==> src/hb16_pkg.sv <==
// hb16_pkg: constants for the 16-bit non-multiplexed host-bus port
// assumes: imported by hb16_port and hb16_port_tb_top, nothing else
package hb16_pkg;
   // ------------------------------------------------------------
   // configuration field codes
   // ------------------------------------------------------------
   localparam logic [3:0] HB16_GEN_MODE_HB16 = 4'h3;
   localparam logic [3:0] HB16_HB_NONMUX = 4'h1;
   localparam logic [1:0] HB16_LANE_SEL_OFF = 2'h1;
   localparam logic [3:0] HB16_SCH_ALE = 4'h0;
   localparam logic [3:0] HB16_SCH_CS1 = 4'h1;
   localparam logic [3:0] HB16_SCH_CS2 = 4'h2;
   localparam logic [3:0] HB16_SCH_ALE_CS2 = 4'h3;
   localparam logic [3:0] HB16_SCH_CS4 = 4'h5;
   localparam logic [3:0] HB16_SCH_CS3 = 4'h7;
   // ------------------------------------------------------------
   // address reach per scheme, in address pins
   // ------------------------------------------------------------
   localparam int HB16_REACH_BASE = 12;
   localparam int HB16_REACH_CS2 = 11;
   localparam int HB16_REACH_ALE_CS2 = 10;
   localparam int HB16_EXTRA_PINS = 12;
   // ------------------------------------------------------------
   // widths and reset values
   // ------------------------------------------------------------
   localparam int HB16_DATA_W = 16;
   localparam int HB16_SYNC_RST = 0;
   localparam int HB16_FIFO_DEPTH = 2;
   typedef enum {HB16_IDLE, HB16_ADDR, HB16_STROBE, HB16_DONE} hb16_state_e;
endpackage : hb16_pkg

==> src/hb16_port.sv <==
// hb16_port: bus master for a 16-bit host bus, non-multiplexed option
// assumes: requests come from logic on I_CLK; pins go to the pad ring,
// which resolves the data bus from O_DATA_OE
//
// How it works
// address and data leave on separate dedicated pins
// address is masked to the reach of the chosen select scheme
// active only with general mode 0x3 and host-bus mode 0x1
// one-cycle address-latch pulse marks the address phase
// separate read and write strobes mark the data phase
// one to four chip selects, one per external peripheral
// two byte-lane selects pick lower or upper data byte
// byte-select field value 0x1 turns the lane selects off
// select-scheme field picks latch pulse and chip selects
// scheme 0x0 latch only; 0x3 latch plus two selects
// scheme 0x1 one select, 0x2 two selects, no latch
// the peripheral drives ready low to stretch a cycle
// ready is honoured in every scheme except latch-only 0x0
// schemes with three or four selects use twelve extra pins
// while not ready, address, data, selects and strobe stay put
// address and latch pulse come before any strobe
`timescale 1ns/1ps
module hb16_port import hb16_pkg::*; #(
   parameter int ADDR_W = HB16_REACH_BASE + HB16_EXTRA_PINS
) (
   input wire logic I_CLK, // system clock, 100 MHz
   input wire logic I_SYS_RST, // async reset, high
   input wire logic [3:0] I_GEN_MODE, // general port mode field
   input wire logic [3:0] I_HB_MODE, // host-bus config mode field
   input wire logic [1:0] I_BYTE_SEL, // byte-lane select field
   input wire logic [3:0] I_SEL_SCHEME, // select-scheme field
   input wire logic I_REQ_VALID, // request offered
   input wire logic I_REQ_WRITE, // 1 write, 0 read
   input wire logic [1:0] I_REQ_CS, // target peripheral
   input wire logic [1:0] I_REQ_BE, // byte enables, bit1 upper
   input wire logic [ADDR_W-1:0] I_REQ_ADDR, // word address
   input wire logic [HB16_DATA_W-1:0] I_REQ_WDATA, // write data
   input wire logic I_RDY, // peripheral ready pin
   input wire logic [HB16_DATA_W-1:0] I_DATA_IN, // data pins in
   output logic O_REQ_READY, // buffer has room
   output logic O_RVALID, // read data pulse
   output logic [HB16_DATA_W-1:0] O_RDATA, // read data
   output logic O_BUSY, // bus cycle running
   output logic [ADDR_W-1:0] O_ADDR, // address pins
   output logic [HB16_DATA_W-1:0] O_DATA_OUT, // data pins out
   output logic O_DATA_OE, // data pins driven
   output logic O_ALE, // address-latch pulse
   output logic O_RD, // read strobe
   output logic O_WR, // write strobe
   output logic [3:0] O_CS, // chip selects, high active
   output logic [1:0] O_LANE_SEL // byte-lane selects, high active
);
   localparam int EW = 1 + 2 + 2 + ADDR_W + HB16_DATA_W;

   // ------------------------------------------------------------
   // scheme decode, used by the cycle logic and the checks
   // ------------------------------------------------------------
   function automatic logic sch_legal(input logic [3:0] s);
      return s <= HB16_SCH_ALE_CS2 || s == HB16_SCH_CS4 ||
         s == HB16_SCH_CS3;
   endfunction : sch_legal

   function automatic logic sch_ale(input logic [3:0] s);
      return s == HB16_SCH_ALE || s == HB16_SCH_ALE_CS2;
   endfunction : sch_ale

   function automatic logic [3:0] sch_cs_mask(input logic [3:0] s);
      unique case (s)
         HB16_SCH_CS1: return 4'h1;
         HB16_SCH_CS2, HB16_SCH_ALE_CS2: return 4'h3;
         HB16_SCH_CS3: return 4'h7;
         HB16_SCH_CS4: return 4'hF;
         default: return 4'h0;
      endcase
   endfunction : sch_cs_mask

   function automatic logic [ADDR_W-1:0] sch_reach(input logic [3:0] s);
      logic [ADDR_W-1:0] ones;
      ones = '1;
      unique case (s)
         HB16_SCH_CS2: return ones >> (ADDR_W - HB16_REACH_CS2);
         HB16_SCH_ALE_CS2: return ones >> (ADDR_W - HB16_REACH_ALE_CS2);
         HB16_SCH_CS3, HB16_SCH_CS4: return ones;
         default: return ones >> (ADDR_W - HB16_REACH_BASE);
      endcase
   endfunction : sch_reach

   logic active;
   assign active = I_GEN_MODE == HB16_GEN_MODE_HB16 &&
      I_HB_MODE == HB16_HB_NONMUX && sch_legal(I_SEL_SCHEME);

   // ------------------------------------------------------------
   // pin synchronisers
   // ------------------------------------------------------------
   logic rdy_m_reg, rdy_s_reg;
   logic [HB16_DATA_W-1:0] din_m_reg, din_s_reg;

   // ready and data share the same latency, so they stay aligned
   always_ff @(posedge I_CLK or posedge I_SYS_RST) begin
      if (I_SYS_RST) begin
         rdy_m_reg <= 1'b0;
         rdy_s_reg <= 1'b0;
         din_m_reg <= '0;
         din_s_reg <= '0;
      end else begin
         rdy_m_reg <= I_RDY;
         rdy_s_reg <= rdy_m_reg;
         din_m_reg <= I_DATA_IN;
         din_s_reg <= din_m_reg;
      end
   end

   // ------------------------------------------------------------
   // two-entry request buffer
   // ------------------------------------------------------------
   logic [EW-1:0] fifo_mem [HB16_FIFO_DEPTH];
   logic wr_ptr_reg, rd_ptr_reg;
   logic [1:0] cnt_reg, cnt_next;
   logic req_rdy_reg;
   logic push, pop;
   hb16_state_e state_reg;
   logic [EW-1:0] head;

   assign push = I_REQ_VALID && req_rdy_reg;
   assign pop = state_reg == HB16_IDLE && cnt_reg != 2'h0 && active;
   assign head = fifo_mem[rd_ptr_reg];
   assign cnt_next = cnt_reg + 2'(push) - 2'(pop);

   // storage holds no control state, so it needs no reset
   always_ff @(posedge I_CLK) begin
      if (push) begin
         fifo_mem[wr_ptr_reg] <= {I_REQ_WRITE, I_REQ_CS, I_REQ_BE,
            I_REQ_ADDR, I_REQ_WDATA};
      end
   end

   // pointers, fill count and registered room flag
   always_ff @(posedge I_CLK or posedge I_SYS_RST) begin
      if (I_SYS_RST) begin
         wr_ptr_reg <= 1'b0;
         rd_ptr_reg <= 1'b0;
         cnt_reg <= 2'h0;
         req_rdy_reg <= 1'b0;
      end else begin
         wr_ptr_reg <= wr_ptr_reg ^ push;
         rd_ptr_reg <= rd_ptr_reg ^ pop;
         cnt_reg <= cnt_next;
         req_rdy_reg <= active && cnt_next != 2'h2;
      end
   end

   // ------------------------------------------------------------
   // bus cycle sequencer
   // ------------------------------------------------------------
   logic h_we;
   logic [1:0] h_cs, h_be;
   logic [ADDR_W-1:0] h_addr;
   logic [HB16_DATA_W-1:0] h_wd;
   assign {h_we, h_cs, h_be, h_addr, h_wd} = head;

   logic we_reg, use_rdy_reg, lane_en_reg, strobe_seen_reg;
   logic [ADDR_W-1:0] mask_reg;
   logic strobe_end;
   // the strobe never ends on its first edge: ready and data seen there
   // left the pins before the selects did, so they would be stale
   assign strobe_end = strobe_seen_reg &&
      (!use_rdy_reg || rdy_s_reg);

   // marks every strobe edge after the first
   always_ff @(posedge I_CLK or posedge I_SYS_RST) begin
      if (I_SYS_RST) begin
         strobe_seen_reg <= 1'b0;
      end else begin
         strobe_seen_reg <= state_reg == HB16_STROBE;
      end
   end

   // one cycle of address, strobe until ready, one cycle of hold
   always_ff @(posedge I_CLK or posedge I_SYS_RST) begin
      if (I_SYS_RST) begin
         state_reg <= HB16_IDLE;
      end else begin
         unique case (state_reg)
            HB16_IDLE: if (pop) state_reg <= HB16_ADDR;
            HB16_ADDR: state_reg <= HB16_STROBE;
            HB16_STROBE: if (strobe_end) state_reg <= HB16_DONE;
            HB16_DONE: state_reg <= HB16_IDLE;
         endcase
      end
   end

   // per-cycle settings, frozen at the start of each cycle
   always_ff @(posedge I_CLK or posedge I_SYS_RST) begin
      if (I_SYS_RST) begin
         we_reg <= 1'b0;
         use_rdy_reg <= 1'b0;
         lane_en_reg <= 1'b0;
         mask_reg <= '0;
      end else if (pop) begin
         we_reg <= h_we;
         use_rdy_reg <= I_SEL_SCHEME != HB16_SCH_ALE;
         lane_en_reg <= I_BYTE_SEL != HB16_LANE_SEL_OFF;
         mask_reg <= sch_reach(I_SEL_SCHEME);
      end
   end

   // address, data, selects: loaded once, held through the wait
   always_ff @(posedge I_CLK or posedge I_SYS_RST) begin
      if (I_SYS_RST) begin
         O_ADDR <= '0;
         O_DATA_OUT <= '0;
         O_DATA_OE <= 1'b0;
         O_CS <= 4'h0;
         O_LANE_SEL <= 2'h0;
      end else if (pop) begin
         O_ADDR <= h_addr & sch_reach(I_SEL_SCHEME);
         O_DATA_OUT <= h_wd;
         O_DATA_OE <= h_we;
         O_CS <= (4'h1 << h_cs) & sch_cs_mask(I_SEL_SCHEME);
         O_LANE_SEL <= I_BYTE_SEL != HB16_LANE_SEL_OFF ? h_be : 2'h0;
      end else if (state_reg == HB16_DONE) begin
         O_DATA_OE <= 1'b0;
         O_CS <= 4'h0;
         O_LANE_SEL <= 2'h0;
      end
   end

   // latch pulse and strobes
   always_ff @(posedge I_CLK or posedge I_SYS_RST) begin
      if (I_SYS_RST) begin
         O_ALE <= 1'b0;
         O_RD <= 1'b0;
         O_WR <= 1'b0;
      end else begin
         O_ALE <= pop && sch_ale(I_SEL_SCHEME);
         if (state_reg == HB16_ADDR) begin
            O_RD <= !we_reg;
            O_WR <= we_reg;
         end else if (state_reg == HB16_STROBE && strobe_end) begin
            O_RD <= 1'b0;
            O_WR <= 1'b0;
         end
      end
   end

   // read data taken one edge after the strobe ends: the synced pins
   // then show what the peripheral drove while the strobe stood
   always_ff @(posedge I_CLK or posedge I_SYS_RST) begin
      if (I_SYS_RST) begin
         O_RDATA <= '0;
         O_RVALID <= 1'b0;
         O_BUSY <= 1'b0;
      end else begin
         O_RVALID <= state_reg == HB16_DONE && !we_reg;
         if (state_reg == HB16_DONE && !we_reg) begin
            O_RDATA <= din_s_reg;
         end
         O_BUSY <= pop || (state_reg != HB16_IDLE &&
            state_reg != HB16_DONE);
      end
   end

   assign O_REQ_READY = req_rdy_reg;
endmodule : hb16_port

==> config.mk <==
export PLATFORM = sky130hd
export DESIGN_NAME = hb16_port
export DESIGN_NICKNAME = d
export VERILOG_FILES = /design/src/hb16_pkg.sv /design/src/hb16_port.sv
export SDC_FILE = /design/constraint.sdc
export NUM_CORES = 1
export LEC_CHECK = 0
export ABC_AREA = 1
export ABC_CLOCK_PERIOD_IN_PS = 4900
export BUFFER_PORTS_ARGS = -buffer_cell sky130_fd_sc_hd__buf_2
export CAP_MARGIN = 30
export CORE_ASPECT_RATIO = 1.5
export CORE_MARGIN = 2
export CORE_UTILIZATION = 56
export CTS_BUF_LIST = sky130_fd_sc_hd__clkbuf_8
export DETAILED_ROUTE_END_ITERATION = 12
export PLACE_DENSITY = 0.89
export SYNTH_ARGS = -nofsm -noshare
export SYNTH_HDL_FRONTEND = slang
export SYNTH_SLANG_ARGS = --single-unit
==> constraint.sdc <==
create_clock -name I_CLK -period 4.9 [get_ports I_CLK]
set_clock_uncertainty 0.2 [all_clocks]
set_input_delay 0.98 -clock I_CLK [delete_from_list [all_inputs] [get_ports I_CLK]]
set_output_delay 0.98 -clock I_CLK [all_outputs]
set_load 0.005 [all_outputs]
After elaboration in Yosys (flattened, before gate mapping)
Memories as Yosys holds them, arrays and structs flattened.
Cells that the tools add are included.
{"block": "word_totals", "ff_bits": 142, "latch_bits": 0, "mem_bits_rw": 90, "mem_bits_ro": 0, "output_inout_bits": 69, "elab_cells": 98, "memories": 1}
{"block": "op_classes", "addsub": 2, "n_mul": 0, "div_mod_pow": 0, "n_lt_le_gt_ge": 1, "n_eq_ne": 18, "n_shift": 1, "mux": 19, "bitwise": 4, "n_reduce_logical": 29}
{"name": "fifo_mem", "words": 2, "width": 45, "read_ports": 1, "rd_clocked_by_memory_dff": 0, "write_ports": 1, "line": "hb16_port.sv:116", "text": "logic [EW-1:0] fifo_mem [HB16_FIFO_DEPTH];"}
{"op": "$pmux W32 S4", "count": 1}
{"op": "$eq A32 B2 Y1 const B", "count": 3}
{"op": "$pmux W24 S3", "count": 1}
{"op": "$eq A32 B3 Y1 const B", "count": 2}
{"op": "$logic_not A32 Y1", "count": 2}
{"op": "$mux W32", "count": 2}
{"op": "$eq A32 B1 Y1 const B", "count": 1}
{"op": "$ne A32 B3 Y1 const B", "count": 1}
{"op": "$reduce_bool A32 Y1", "count": 1}
{"op": "$and A24 B24 Y24", "count": 1}
{"op": "$mux W24", "count": 1}
{"op": "$pmux W4 S4", "count": 1}
{"op": "$eq A4 B2 Y1 const B", "count": 3}
{"op": "$mux W4", "count": 3}
{"op": "$logic_and A1 B1 Y1", "count": 11}
{"op": "$eq A4 B1 Y1 const B", "count": 2}
{"op": "$eq A4 B3 Y1 const B", "count": 2}
{"op": "$mux W1", "count": 7}
{"op": "$mux W2", "count": 3}
{"op": "$ne A2 B2 Y1 const B", "count": 3}
{"op": "$reduce_bool A2 Y1", "count": 3}
{"op": "$logic_or A1 B1 Y1", "count": 5}
{"op": "$and A4 B4 Y4", "count": 1}
{"op": "$le A4 B2 Y1 const B", "count": 1}
{"op": "10 further kinds", "count": 13}

Logic depth before layout (Yosys ltp)
Gate-level depths: netlist (run 1).
{"block": "depth", "word_depth": 8, "depth_mapped": 15}

Worst setup path after synthesis (run 1)
Ideal clock, no wire load.
{"block": "synth_path", "kind": "input port to flip-flop", "start": "input port I_REQ_VALID", "end": "memory fifo_mem[1][0] in the netlist's numbering (enable)", "arrival_ns": 2.232, "path_slack_ns": 2.061, "path_stages": 3, "cell_sequence": "nand2_1 inv_1 ha_1"}
{"block": "synth_via", "elab_chain_cells": 3}
{"element": "from (decl)", "line": "hb16_port.sv:32", "text": "input wire logic I_REQ_VALID,"}
{"element": "$logic_and A1 B1 Y1", "line": "hb16_port.sv:124", "text": "assign push = I_REQ_VALID && req_rdy_reg;"}
{"element": "$mux W1", "line": "hb16_port.sv:131", "text": "if (push) begin"}
{"element": "$mux W1 (implied by the code)", "line": "hb16_port.sv:132", "text": "fifo_mem[wr_ptr_reg] <= {I_REQ_WRITE, I_REQ_CS, I_REQ_BE,"}
{"element": "to (decl)", "line": "hb16_port.sv:116"}
No other way between the ends.

Final worst setup path (run 1)
{"block": "layout_path", "start": "register state_reg[0]", "end": "register req_rdy_reg (netlist: O_REQ_READY)"}
{"block": "layout_via", "elab_chain_cells": 6}
{"element": "from (decl)", "line": "hb16_port.sv:121", "text": "hb16_state_e state_reg;"}
{"element": "from (signal assigned)", "line": "hb16_port.sv:181", "text": "state_reg <= HB16_IDLE;"}
{"element": "from (signal assigned)", "line": "hb16_port.sv:184", "text": "HB16_IDLE: if (pop) state_reg <= HB16_ADDR;"}
{"element": "from (signal assigned)", "line": "hb16_port.sv:185", "text": "HB16_ADDR: state_reg <= HB16_STROBE;"}
{"element": "$logic_not A32 Y1", "line": "hb16_port.sv:125", "text": "assign pop = state_reg == HB16_IDLE && cnt_reg != 2'h0 && active;"}
{"element": "$logic_and A1 B1 Y1 (2 in a row)", "line": "hb16_port.sv:125"}
{"element": "$sub A2 B1 Y2", "line": "hb16_port.sv:127", "text": "assign cnt_next = cnt_reg + 2'(push) - 2'(pop);"}
{"element": "net cnt_next[1]", "line": "hb16_port.sv:118", "text": "logic [1:0] cnt_reg, cnt_next;"}
{"element": "$ne A2 B2 Y1", "line": "hb16_port.sv:148", "text": "req_rdy_reg <= active && cnt_next != 2'h2;"}
{"element": "$logic_and A1 B1 Y1", "line": "hb16_port.sv:148"}
{"element": "to (signal assigned)", "line": "hb16_port.sv:143", "text": "req_rdy_reg <= 1'b0;"}
{"element": "to (signal assigned)", "line": "hb16_port.sv:148"}
{"element": "to (decl)", "line": "hb16_port.sv:119", "text": "logic req_rdy_reg;"}
The timed path passes the listed nets, and every way through them passes these cells.
A chain may end at the register's enable or synchronous reset.

==> results of run 1 <==
power by group:
group          switching (W)  internal [W]
sequential         0.0000501       0.00187
combinational       0.000221      0.000153
clock               0.000594       0.00103
metrics by stage:
stage | util | cells | total power, W | hold slack, ns | worst slack [ns]
finish | 0.6961 | 885 | 0.003925 | 0.1445 | 2.278
global route | 0.6961 | 885 | 0.004081 | 0.1567 | 2.083
CTS | 0.6959 | 884 | 0.003962 | 0.1500 | 2.246
detailed placement | 0.6378 | 832 | 0.002337 | 0.1358 | 1.757
global placement | 0.6319 | 829 | 0.002298 | 0.1337 | 2.001
floorplan | - | 539 | 0.002160 | 0.1312 | 0.7610
cells in the final DEF (no fill, tap or decap), types with 3 or more instances in the layout:
master,n
a21oi_1,12
buf_2,147
buf_4,3
bufinv_16,7
clkbuf_8,36
clkinv_1,3
dfrtp_1,111
edfxtp_1,90
ha_1,6
inv_1,21
inv_2,4
mux2i_1,26
nand2_1,169
nand3_1,16
nor2_1,3
nor3_1,3
o21a_1,3
o21ai_0,7
o21ai_1,21
o21ai_2,9
or2_2,4
layer usage:
layer  up-vias  share of wire  global-route usage
met3        30          0.060             0.03161
li1       2141              -                   -
met2       171           0.53              0.3553
met5         -              0                   0
met4         0          0.031             0.08302
met1      2201           0.38              0.2466
cells by family after synthesis:
family                   after synthesis  share of synthesized area
adder cells (fa/ha/maj)                8                    0.01376
flip-flops                           202                     0.7567
AO/OA/AOI/OAI                         57                    0.04695
XOR/XNOR                               3                   0.003612
multiplexers                          26                    0.03577
buffers and inverters                 42                    0.03061
AND/OR/NAND/NOR                      201                     0.1126
critical path: cells and delay by family (launching register included):
kind                     cells  cell delay [ns]
AO/OA/AOI/OAI                1             0.19
flip-flops                   1             0.42
adder cells (fa/ha/maj)      3             0.68
buffers and inverters        4             0.46
XOR/XNOR                     2             0.32
AND/OR/NAND/NOR              3             0.25
cell type report:
class | count | share of cell area
Inverter | 23 | 0.009950
Clock inverter | 16 | 0.02803
Clock buffer | 36 | 0.05549
Tap cell | 159 | 0.02228
Sequential cell | 202 | 0.6167
Antenna cell | 1 | 0.0002803
Timing Repair Buffer | 153 | 0.09333
Multi-Input combinational cell | 295 | 0.1739
worst min path at each step:
stage	slack, ns	depth (start not counted)	startpoint	end
final	0.14	0	din_m_reg[5]$_DFF_PP0_	din_s_reg[5]$_DFF_PP0_
after global routing	0.16	0	din_m_reg[1]$_DFF_PP0_	din_s_reg[1]$_DFF_PP0_
after CTS	0.15	0	din_m_reg[1]$_DFF_PP0_	din_s_reg[1]$_DFF_PP0_
after detailed placement	0.14	0	din_m_reg[6]$_DFF_PP0_	din_s_reg[6]$_DFF_PP0_
after global placement	0.13	0	din_m_reg[10]$_DFF_PP0_	din_s_reg[10]$_DFF_PP0_
after floorplan	0.13	0	din_m_reg[0]$_DFF_PP0_	din_s_reg[0]$_DFF_PP0_
==> summary.txt, run 1 <==
Clocking
  • Setup bufs post-CTS: 0
  • Clock Tree Buf Depth: 3
  • Clock net sink count: 202
  • CTS Buf Count: 28
  • Cts hold-fix bufs: 0
  • CTS tree: yes
  • H-tree depth: 1
  • Clock Root Buffer: clkbuf_8
  • Reg clk slew, reported paths: 0.07 ns
  • Worst skew pair latency: 0.51 ns
  • Post-cts sizing count: 0

Cells and area
  • Max reg flops: 90
  • Nets: 790
  • Register area: 5507 um^2
  • Area of the multi-input gates: 1553 um^2
  • Final Instance Area: 8929 um^2
  • Reg with most FFs: fifo_mem
  • Layout area overhead: 22.72%
  • Filler cell count: 854
  • Regs by FF count: fifo_mem x90, O_ADDR x24
  • Share of layout cells above drive strength 1: 0.3131

Logic synthesis
  • Average size of a mapped cell: 13.50 um^2
  • Seq cells post-synth: 202
  • Most common cell in the synthesized netlist: nand2_1
  • Post-synth top area share: 0.3852
  • Post-synth EDFFs: 90
  • Ys Warns: 0
  • Main synth FF type: dfrtp_1
  • Post-Syn Nets: 626
  • Post-synthesis sequential area ratio: 0.7567
  • Synth area leader: dfrtp_1
  • Mapped Cells: 539
  • Synth cell types: 31
  • Mapped Area: 7276 um^2
  • Synth cell count leaders: nand2_1 (169), dfrtp_1 (112), edfxtp_1 (90), mux2i_1 (26), o21ai_1 (21)
  • Share of flip-flops with an asynchronous set or reset: 0.5545
  • Synth area leaders: dfrtp_1 (39%), edfxtp_1 (37%), nand2_1 (8.7%)

Floorplanning
  • IO Pins: 148
  • Die ar.: 13,940 um^2
  • # rows: 51
  • Die Ht: 143.6 um
  • Die X: 97.07 um
  • Initial Util: 0.5673
  • Core area: 12,830 um^2

Route
  • DR WL/cell: 15.91 um
  • Via density: 5.133
  • Residual DRC: 0
  • Number of detailed-route iterations in the first pass: 5
  • Final Routed Wirelength: 14,080 um
  • Iter 0 DRT Violations: 207
  • Total number of vias: 4,543
  • Final ANT Viol Nets: 0

Setup path
  • Crit path max fanout: 17
  • Worst setup EP type: register
  • Crit path largest cell delay: 0.42 ns
  • Worst path required time: 5.10 ns
  • Critical Path End: O_REQ_READY$_DFF_PP0_
  • Cells on worst reg2reg path: 13
  • Critical path, cell by cell: inv_1 -> ha_1 -> o21a_1 -> nand3_4 -> inv_2 -> ha_1 -> inv_1 -> ha_1 -> xnor2_1 -> xnor2_1 -> nand2_1 -> nand3_1 -> inv_1
  • Crit path kind: register to register
  • Crit path launch type: register
  • Reg-to-Reg Start: state_reg[0]$_DFFE_PP0P_
  • Crit-path slowest cell: dfrtp_1
  • R2R setup slack: 2.28 ns
  • Reg-to-Reg End: O_REQ_READY$_DFF_PP0_
  • Critical Path Source: state_reg[0]$_DFFE_PP0P_
  • WP data arrival: 2.83 ns

GRT
  • Overall global routing resource usage: 0.2003
  • Total grt overflow: 0
  • Largest net degree at the start of global routing: 86
  • Initial antenna violation count: 1
  • First-pass GRT wire length: 22,290 um
  • Vias in the first global route: 4,620

Timing
  • RSZ-0062 raised after global routing: false
  • Slew Limit Fails: 0
  • Slew headroom: 0.4273
  • Final setup vio count: 0
  • Tmin final: 2.622 ns
  • Setup TNS after final layout: 0 ns
  • Max Clk Rate: 381.4 MHz
  • Final period utilization: 0.5351
  • Measured slew at the worst slew-check pin: 0.8591 ns
  • Final Hold Viols: 0

Place
  • IO Port Bufs: 147
  • RePlAce Congestion: 0.8092
  • HPWL Detailed: 10,090 um
  • Placed Area: 8180 um^2

Min path
  • Class of the worst hold path: register to register

Pwr
  • Leak: 4.352 nW
  • Max VDD drop: 0.0003344 V
  • Cell area power density: 439.6 nW/um^2

Flow run
  • Maxcap violations: 0

Run status
  • Status: finished clean
Note: power is estimated with default switching activity, not from simulation.
==> inputs of run 2 (changes only) <==
Settings changed: ABC_AREA 1 to 0, ABC_CLOCK_PERIOD_IN_PS 4900 to 2230, CORE_UTILIZATION 56 to 51, PLACE_DENSITY 0.89 to 0.86.
Clock period 4.9 ns to 2.23 ns, I/O delays scaled along.
==> run 2 against run 1 <==
First-iteration DRC count decreased by 15%; hold slack got worse by 0.11 ns; sequential share of layout area decreased by 4.8 points; synthesized area decreased by 0.64%; setup slack got worse by 2.2 ns; clock power increased by 94%; critical path depth decreased by 3; synthesized cell count decreased by 16%; core utilization decreased by 0.13 points; maximum frequency increased by 20%; via count increased by 0.79%; register-to-register slack got worse by 2.2 ns; largest power group unchanged; highest routed layer unchanged.
==> summary.txt, run 2 <==
Run status
  • Status: finished clean

Pwr
  • Cell area power density: 876.5 nW/um^2
  • Overall Power: 0.008481 W
  • Max VDD drop: 0.0005410 V
  • Leak: 4.297 nW

Logic synthesis
  • Seq cells post-synth: 202
  • Share of flip-flops with an asynchronous set or reset: 0.5545
  • Mapped Area: 7229 um^2
  • Ys Warns: 0
  • Synth area leaders: dfrtp_1 (39%), edfxtp_1 (37%), mux2_2 (4.7%)
  • Synth cell count leaders: dfrtp_1 (112), edfxtp_1 (90), nand2_1 (57), mux2i_1 (32)
  • Post-synth EDFFs: 90
  • Most common cell in the synthesized netlist: dfrtp_1
  • Post-synthesis sequential area ratio: 0.7615
  • Post-synth top area share: 0.3877
  • Average size of a mapped cell: 16.03 um^2
  • Synth area leader: dfrtp_1
  • Post-Syn Nets: 538
  • Synth cell types: 42
  • Main synth FF type: dfrtp_1
  • Mapped Cells: 451

Clocking
  • Worst skew pair latency: 0.53 ns
  • H-tree depth: 1
  • Clock net sink count: 202
  • CTS tree: yes
  • CTS Buf Count: 29
  • Reg clk slew, reported paths: 0.07 ns
  • Clock Root Buffer: clkbuf_8
  • Clock Tree Buf Depth: 3

Setup path
  • Critical path, cell by cell: inv_2 -> ha_4 -> o21ai_4 -> nor3_4 -> ha_4 -> inv_4 -> ha_4 -> xnor2_2 -> xnor2_1 -> a211oi_1
  • Crit path largest cell delay: 0.42 ns
  • Crit-path slowest cell: dfrtp_1
  • Crit path kind: register to register
  • Crit path max fanout: 4
  • Cells on worst reg2reg path: 10
  • CP most frequent cell: ha_4
  • WP data arrival: 2.43 ns
  • Worst path required time: 2.47 ns
  • Crit path launch type: register
  • Reg-to-Reg End: O_REQ_READY$_DFF_PP0_
  • Worst setup EP type: register
  • R2R setup slack: 0.04 ns
  • Reg-to-Reg Start: state_reg[1]$_DFFE_PP0P_

Route
  • Residual DRC: 0
  • DR top layer: met4
  • Via density: 5.174
  • Total number of vias: 4,579
  • Iter 0 DRT Violations: 176
  • Number of detailed-route iterations in the first pass: 4
  • DR WL/cell: 17.99 um
  • Met2 WL: 8765 um
  • Met3 wire len: 896 um
  • Final Routed Wirelength: 15,920 um
  • Final ANT Viol Nets: 0
  • Post-route met1 wirelength: 5722 um

Min path
  • Hold path start: I_SEL_SCHEME[3]
  • Class of the worst hold path: primary input to register
  • Hold Path Stages: 3
  • Hold EP: O_REQ_READY$_DFF_PP0_

Cells and area
  • Regs by FF count: fifo_mem x90, O_ADDR x24
  • Most common cell after layout, fill and taps aside: buf_2
  • Max reg flops: 90
  • Most frequent cells in the layout: buf_2 (147), dfrtp_1 (111), edfxtp_1 (90), dlygate4sd3_1 (63), nand2_1 (57)
  • Nets: 784
  • Reg with most FFs: fifo_mem
  • Final Instance Area: 9676 um^2
  • Layout area overhead: 33.84%
  • Util after Layout: 0.6948
  • Share of layout cells above drive strength 1: 0.3672

Timing
  • Slew Limit Fails: 0
  • Max Clk Rate: 457.1 MHz
  • Final period utilization: 0.9810
  • Setup TNS after final layout: 0 ns
  • Slew headroom: 0.6276
  • Measured slew at the worst slew-check pin: 0.5587 ns
  • Final setup vio count: 0
  • Final Hold Viols: 0
  • WHS: 0.03253 ns
  • RSZ-0062 raised after global routing: true
  • Tmin final: 2.188 ns

Place
  • RePlAce Congestion: 0.7876
  • Placed Area: 8320 um^2
  • HPWL Detailed: 9681 um
  • IO Port Bufs: 147

Floorplanning
  • Die Ht: 149.8 um
  • Core area: 13,930 um^2
  • Die X: 101.2 um
  • Die ar.: 15,160 um^2
  • IO Pins: 148
  • # rows: 53
  • Initial Util: 0.5191

GRT
  • Total grt overflow: 0
  • Largest net degree at the start of global routing: 57
  • First-pass GRT wire length: 24,380 um
  • Vias in the first global route: 5,096
  • Overall global routing resource usage: 0.2069
  • Initial antenna violation count: 1

Flow run
  • Maxcap violations: 0
==> run 2: cell types whose count changed in the layout (fill, tap and decap cells not counted), sizes merged, moves of 4 or more <==
cell	previous run	this run
nand2	171	57
dlygate4sd3	0	63
mux2	0	31
buf	153	170
a21oi	13	2
nand3b	0	7
mux2i	26	32
bufinv	7	2
inv	26	21
clkbuf	36	40
nor2	6	2
or2	4	0
==> run 2: final cells by class <==
class | count | area (um^2)
diodes | 1 | 2.502
multi-input cells | 217 | 1642
inverters | 14 | 58.81
repair buffers | 233 | 1602
clock buffers | 40 | 550.5
well taps | 165 | 206.4
flip-flops and latches | 202 | 5507
fillers | 932 | 4250
clock inverters | 13 | 107.6
==> run 2: logic make-up after synthesis <==
family,synth area share
xor+xnor,0.004845
buf+inv,0.02111
fa+ha+maj,0.01385
mux,0.09259
flops,0.7615
simple gates,0.07027
compound gates,0.03583
==> run 2: how the worst max path moves through the flow <==
stage / start / to / cells past startpoint
after floorplan: I_HB_MODE[2] / O_REQ_READY$_DFF_PP0_ / 10
after global placement: I_HB_MODE[2] / O_REQ_READY$_DFF_PP0_ / 10
after detailed placement: I_HB_MODE[2] / O_REQ_READY$_DFF_PP0_ / 10
after CTS: state_reg[1]$_DFFE_PP0P_ / O_REQ_READY$_DFF_PP0_ / 10
after global routing: state_reg[1]$_DFFE_PP0P_ / O_REQ_READY$_DFF_PP0_ / 10
final: state_reg[1]$_DFFE_PP0P_ / O_REQ_READY$_DFF_PP0_ / 10
==> run 2: power by group <==
group,switching (W),internal (W)
Sequential,0.000109,0.00413
Clock,0.00134,0.00182
Combinational,0.000471,0.000610
Total,0.00192,0.00656
==> run 2: worst max-delay path: cells and delay by family, from the launching register on <==
family	cells	cell delay, ns
and+or+nand+nor	1	0.24
xor gates and xnor gates	2	0.21
buffers and inverters	2	0.16
DFF	1	0.42
AOI/OAI and AO/OA	2	0.32
adders and majority gates	3	0.53
==> run 2: metal layers <==
layer | GRT usage | vias up
li1 | - | 2100
met1 | 0.2196 | 2250
met2 | 0.3897 | 179
met3 | 0.03923 | 50
met4 | 0.08986 | 0
met5 | 0 | -
==> run 2: what timing repair did <==
item	CTS	global route
gates resized for setup	1	6
hold buffers	63	0
endpoints found under the setup margin	1	1
hold endpoints to repair	127	0
pin swaps	0	6
setup buffers	0	5
==> run 2: stage by stage <==
stage / std cells / setup WS [ns]
after floorplan: 451 / -0.1635
final: 885 / 0.04239
after global routing: 885 / -0.05814
after CTS: 879 / 0.008699
after detailed placement: 763 / -0.2490
after global placement: 763 / -0.09154
==> inputs of run 3 (changes only) <==
Settings changed: ABC_AREA 0 to 1.
==> run 3 against run 2 <==
Register-to-register slack improved by 0.03 ns; first-iteration DRC count decreased by 2.3%; global-route usage decreased by 0.43 points; sequential power about the same; setup slack improved by 0.025 ns; sequential share of layout area about the same; maximum frequency increased by 1.2%; flip-flop and latch count unchanged; die area increased by 0.62%; combinational power decreased by 6%; clock power increased by 7.9%; core utilization decreased by 0.31 points.
==> summary.txt, run 3 (synthesized netlist as in run 1, its figures left out) <==
Setup path
  • WP data arrival: 2.40 ns
  • Crit path kind: register to register
  • Crit path launch type: register
  • Crit path largest cell delay: 0.37 ns
  • Critical path, cell by cell: inv_2 -> ha_4 -> o21a_1 -> nand3_4 -> inv_4 -> ha_1 -> inv_2 -> ha_4 -> xnor2_2 -> xnor2_1 -> nand2_1 -> nand3_1 -> inv_1
  • Crit path max fanout: 3
  • Crit-path slowest cell: dfrtp_1
  • Worst path required time: 2.46 ns
  • Worst setup EP type: register

GRT
  • First-pass GRT wire length: 24,140 um
  • Largest net degree at the start of global routing: 86
  • Initial antenna violation count: 1
  • Vias in the first global route: 5,002
  • Total grt overflow: 0
  • Overall global routing resource usage: 0.2027

Timing
  • RSZ-0062 raised after global routing: true
  • Tmin final: 2.162 ns
  • Final Hold Viols: 0
  • Measured slew at the worst slew-check pin: 0.6386 ns
  • Final setup vio count: 0
  • Max Clk Rate: 462.4 MHz
  • WHS: 0.08450 ns
  • Slew headroom: 0.5743
  • Final period utilization: 0.9697
  • Slew Limit Fails: 0

Pwr
  • Cell area power density: 895.0 nW/um^2
  • Cell Int Power: 0.006660 W
  • Clock power frac: 0.394
  • Seq pwr share: 0.489
  • Sw power: 0.002001 W
  • Combinational power share: 0.117
  • Max VDD drop: 0.0006757 V
  • Net Sw Frac: 0.2311
  • Leak: 4.647 nW

Cells and area
  • Most common cell after layout, fill and taps aside: nand2_1
  • Final Instance Area: 9678 um^2
  • Layout area overhead: 33.02%
  • Non-filler cells, final: 991
  • Util after Layout: 0.6917
  • Max reg flops: 90
  • Share of layout cells above drive strength 1: 0.3054
  • Nets: 864
  • Most frequent cells in the layout: nand2_1 (169), buf_2 (147), dfrtp_1 (111), edfxtp_1 (90), dlygate4sd3_1 (63)
  • Antenna diodes: 0
  • Reg with most FFs: fifo_mem
  • Regs by FF count: fifo_mem x90, O_ADDR x24

Place
  • Placed insts: 875
  • RePlAce Congestion: 0.7596
  • IO Port Bufs: 147
  • Placed Area: 8300 um^2
  • HPWL Detailed: 9750 um

Min path
  • Class of the worst hold path: primary input to register

Floorplanning
  • Core area: 13,990 um^2
  • Initial Util: 0.5200
  • Die X: 101.5 um
  • IO Pins: 148
  • Die Ht: 150.3 um
  • # rows: 53
  • Die ar.: 15,260 um^2

Route
  • Residual DRC: 0
  • Total number of vias: 4,900
  • Number of detailed-route iterations in the first pass: 4
  • DR WL/cell: 15.80 um
  • Final Routed Wirelength: 15,660 um
  • Iter 0 DRT Violations: 172
  • Final ANT Viol Nets: 0
  • Via density: 4.945

Flow run
  • Maxcap violations: 0

Clocking
  • CTS Buf Count: 28
  • Reg clk slew, reported paths: 0.07 ns
  • Clock net sink count: 202
  • Clock Tree Buf Depth: 3
  • Worst skew pair latency: 0.53 ns
  • H-tree depth: 1
  • CTS tree: yes
  • Clock Root Buffer: clkbuf_8

Run status
  • Status: finished clean
-- run 3: cell types whose count changed in the layout (fill, tap and decap cells not counted), sizes merged, moves of 6 or more --
cell and change:
a21oi +11, buf -6, clkbuf -6, clkinv +7
mux2 -31, mux2i -6, nand2 +114, nand3b -7
-- run 3: per-stage QoR --
step	setup slack, ns	power [W]	TNS, ns
2_1_floorplan	-0.07499	0.004751	-6.797
3_3_place_gp	0.06379	0.005086	0
3_5_place_dp	-0.04160	0.005163	-0.04160
4_1_cts	0.009404	0.008646	0
5_1_grt	-0.03922	0.009037	-0.03922
6_report	0.06759	0.008662	0
-- run 3: area by class of cell --
cell class	instances	area [um^2]
Clock buffer	34	467.9
Clock inverter	18	232.7
Fill cell	879	4314
Inverter	23	92.59
Multi-Input combinational cell	295	1590
Sequential cell	202	5507
Tap cell	192	240.2
Timing Repair Buffer	227	1548
-- run 3: final timing paths --
| kind | start | cells after the start | slack, ns | endpoint |
|---|---|---|---|---|
| max in group asynchronous | I_SYS_RST | 4 | 0.96 | din_s_reg[14]$_DFF_PP0_ |
| max | state_reg[0]$_DFFE_PP0P_ | 13 | 0.07 | O_REQ_READY$_DFF_PP0_ |
| max reg2reg | state_reg[0]$_DFFE_PP0P_ | 13 | 0.07 | O_REQ_READY$_DFF_PP0_ |
| min reg2reg | rdy_m_reg$_DFF_PP0_ | 0 | 0.13 | rdy_s_reg$_DFF_PP0_ |
| min | I_SEL_SCHEME[1] | 4 | 0.08 | O_CS[3]$_DFFE_PP0P_ |
| min in group asynchronous | I_SYS_RST | 3 | 0.30 | O_ADDR[7]$_DFFE_PP0P_ |
-- run 3: repair_timing --
action	CTS	global route
resized for setup	1	8
pin swaps	3	1
hold buffers	63	0
endpoints found under the setup margin	1	31
gates cloned	0	0
setup buffers	0	1
hold endpoints to repair	120	0
-- run 3: power by group through the flow --
stage	Sequential, W	Combinational (W)	Clock (W)
after CTS	0.00422	0.000964	0.00346
after global placement	0.00427	0.000813	0
after global routing	0.00426	0.00113	0.00365
after floorplan	0.00431	0.000443	0
final	0.00424	0.00101	0.00341
after detailed placement	0.00429	0.000872	0
-- run 3: worst max-delay path, delay by kind of cell (launching register included) --
family,cells,cell delay (ns)
adders and majority gates,3,0.59
DFF,1,0.37
xor gates and xnor gates,2,0.33
and+or+nand+nor,3,0.24
buffers and inverters,4,0.19
AOI/OAI and AO/OA,1,0.13
-- run 3: per-layer routing --
layer	global-route usage	vias to the layer above	share of wire
met2	0.3651	187	0.53
met4	0.08851	2	0.032
met1	0.2240	2371	0.38
met3	0.04782	41	0.062
li1	-	2299	-
met5	0	-	0.00083
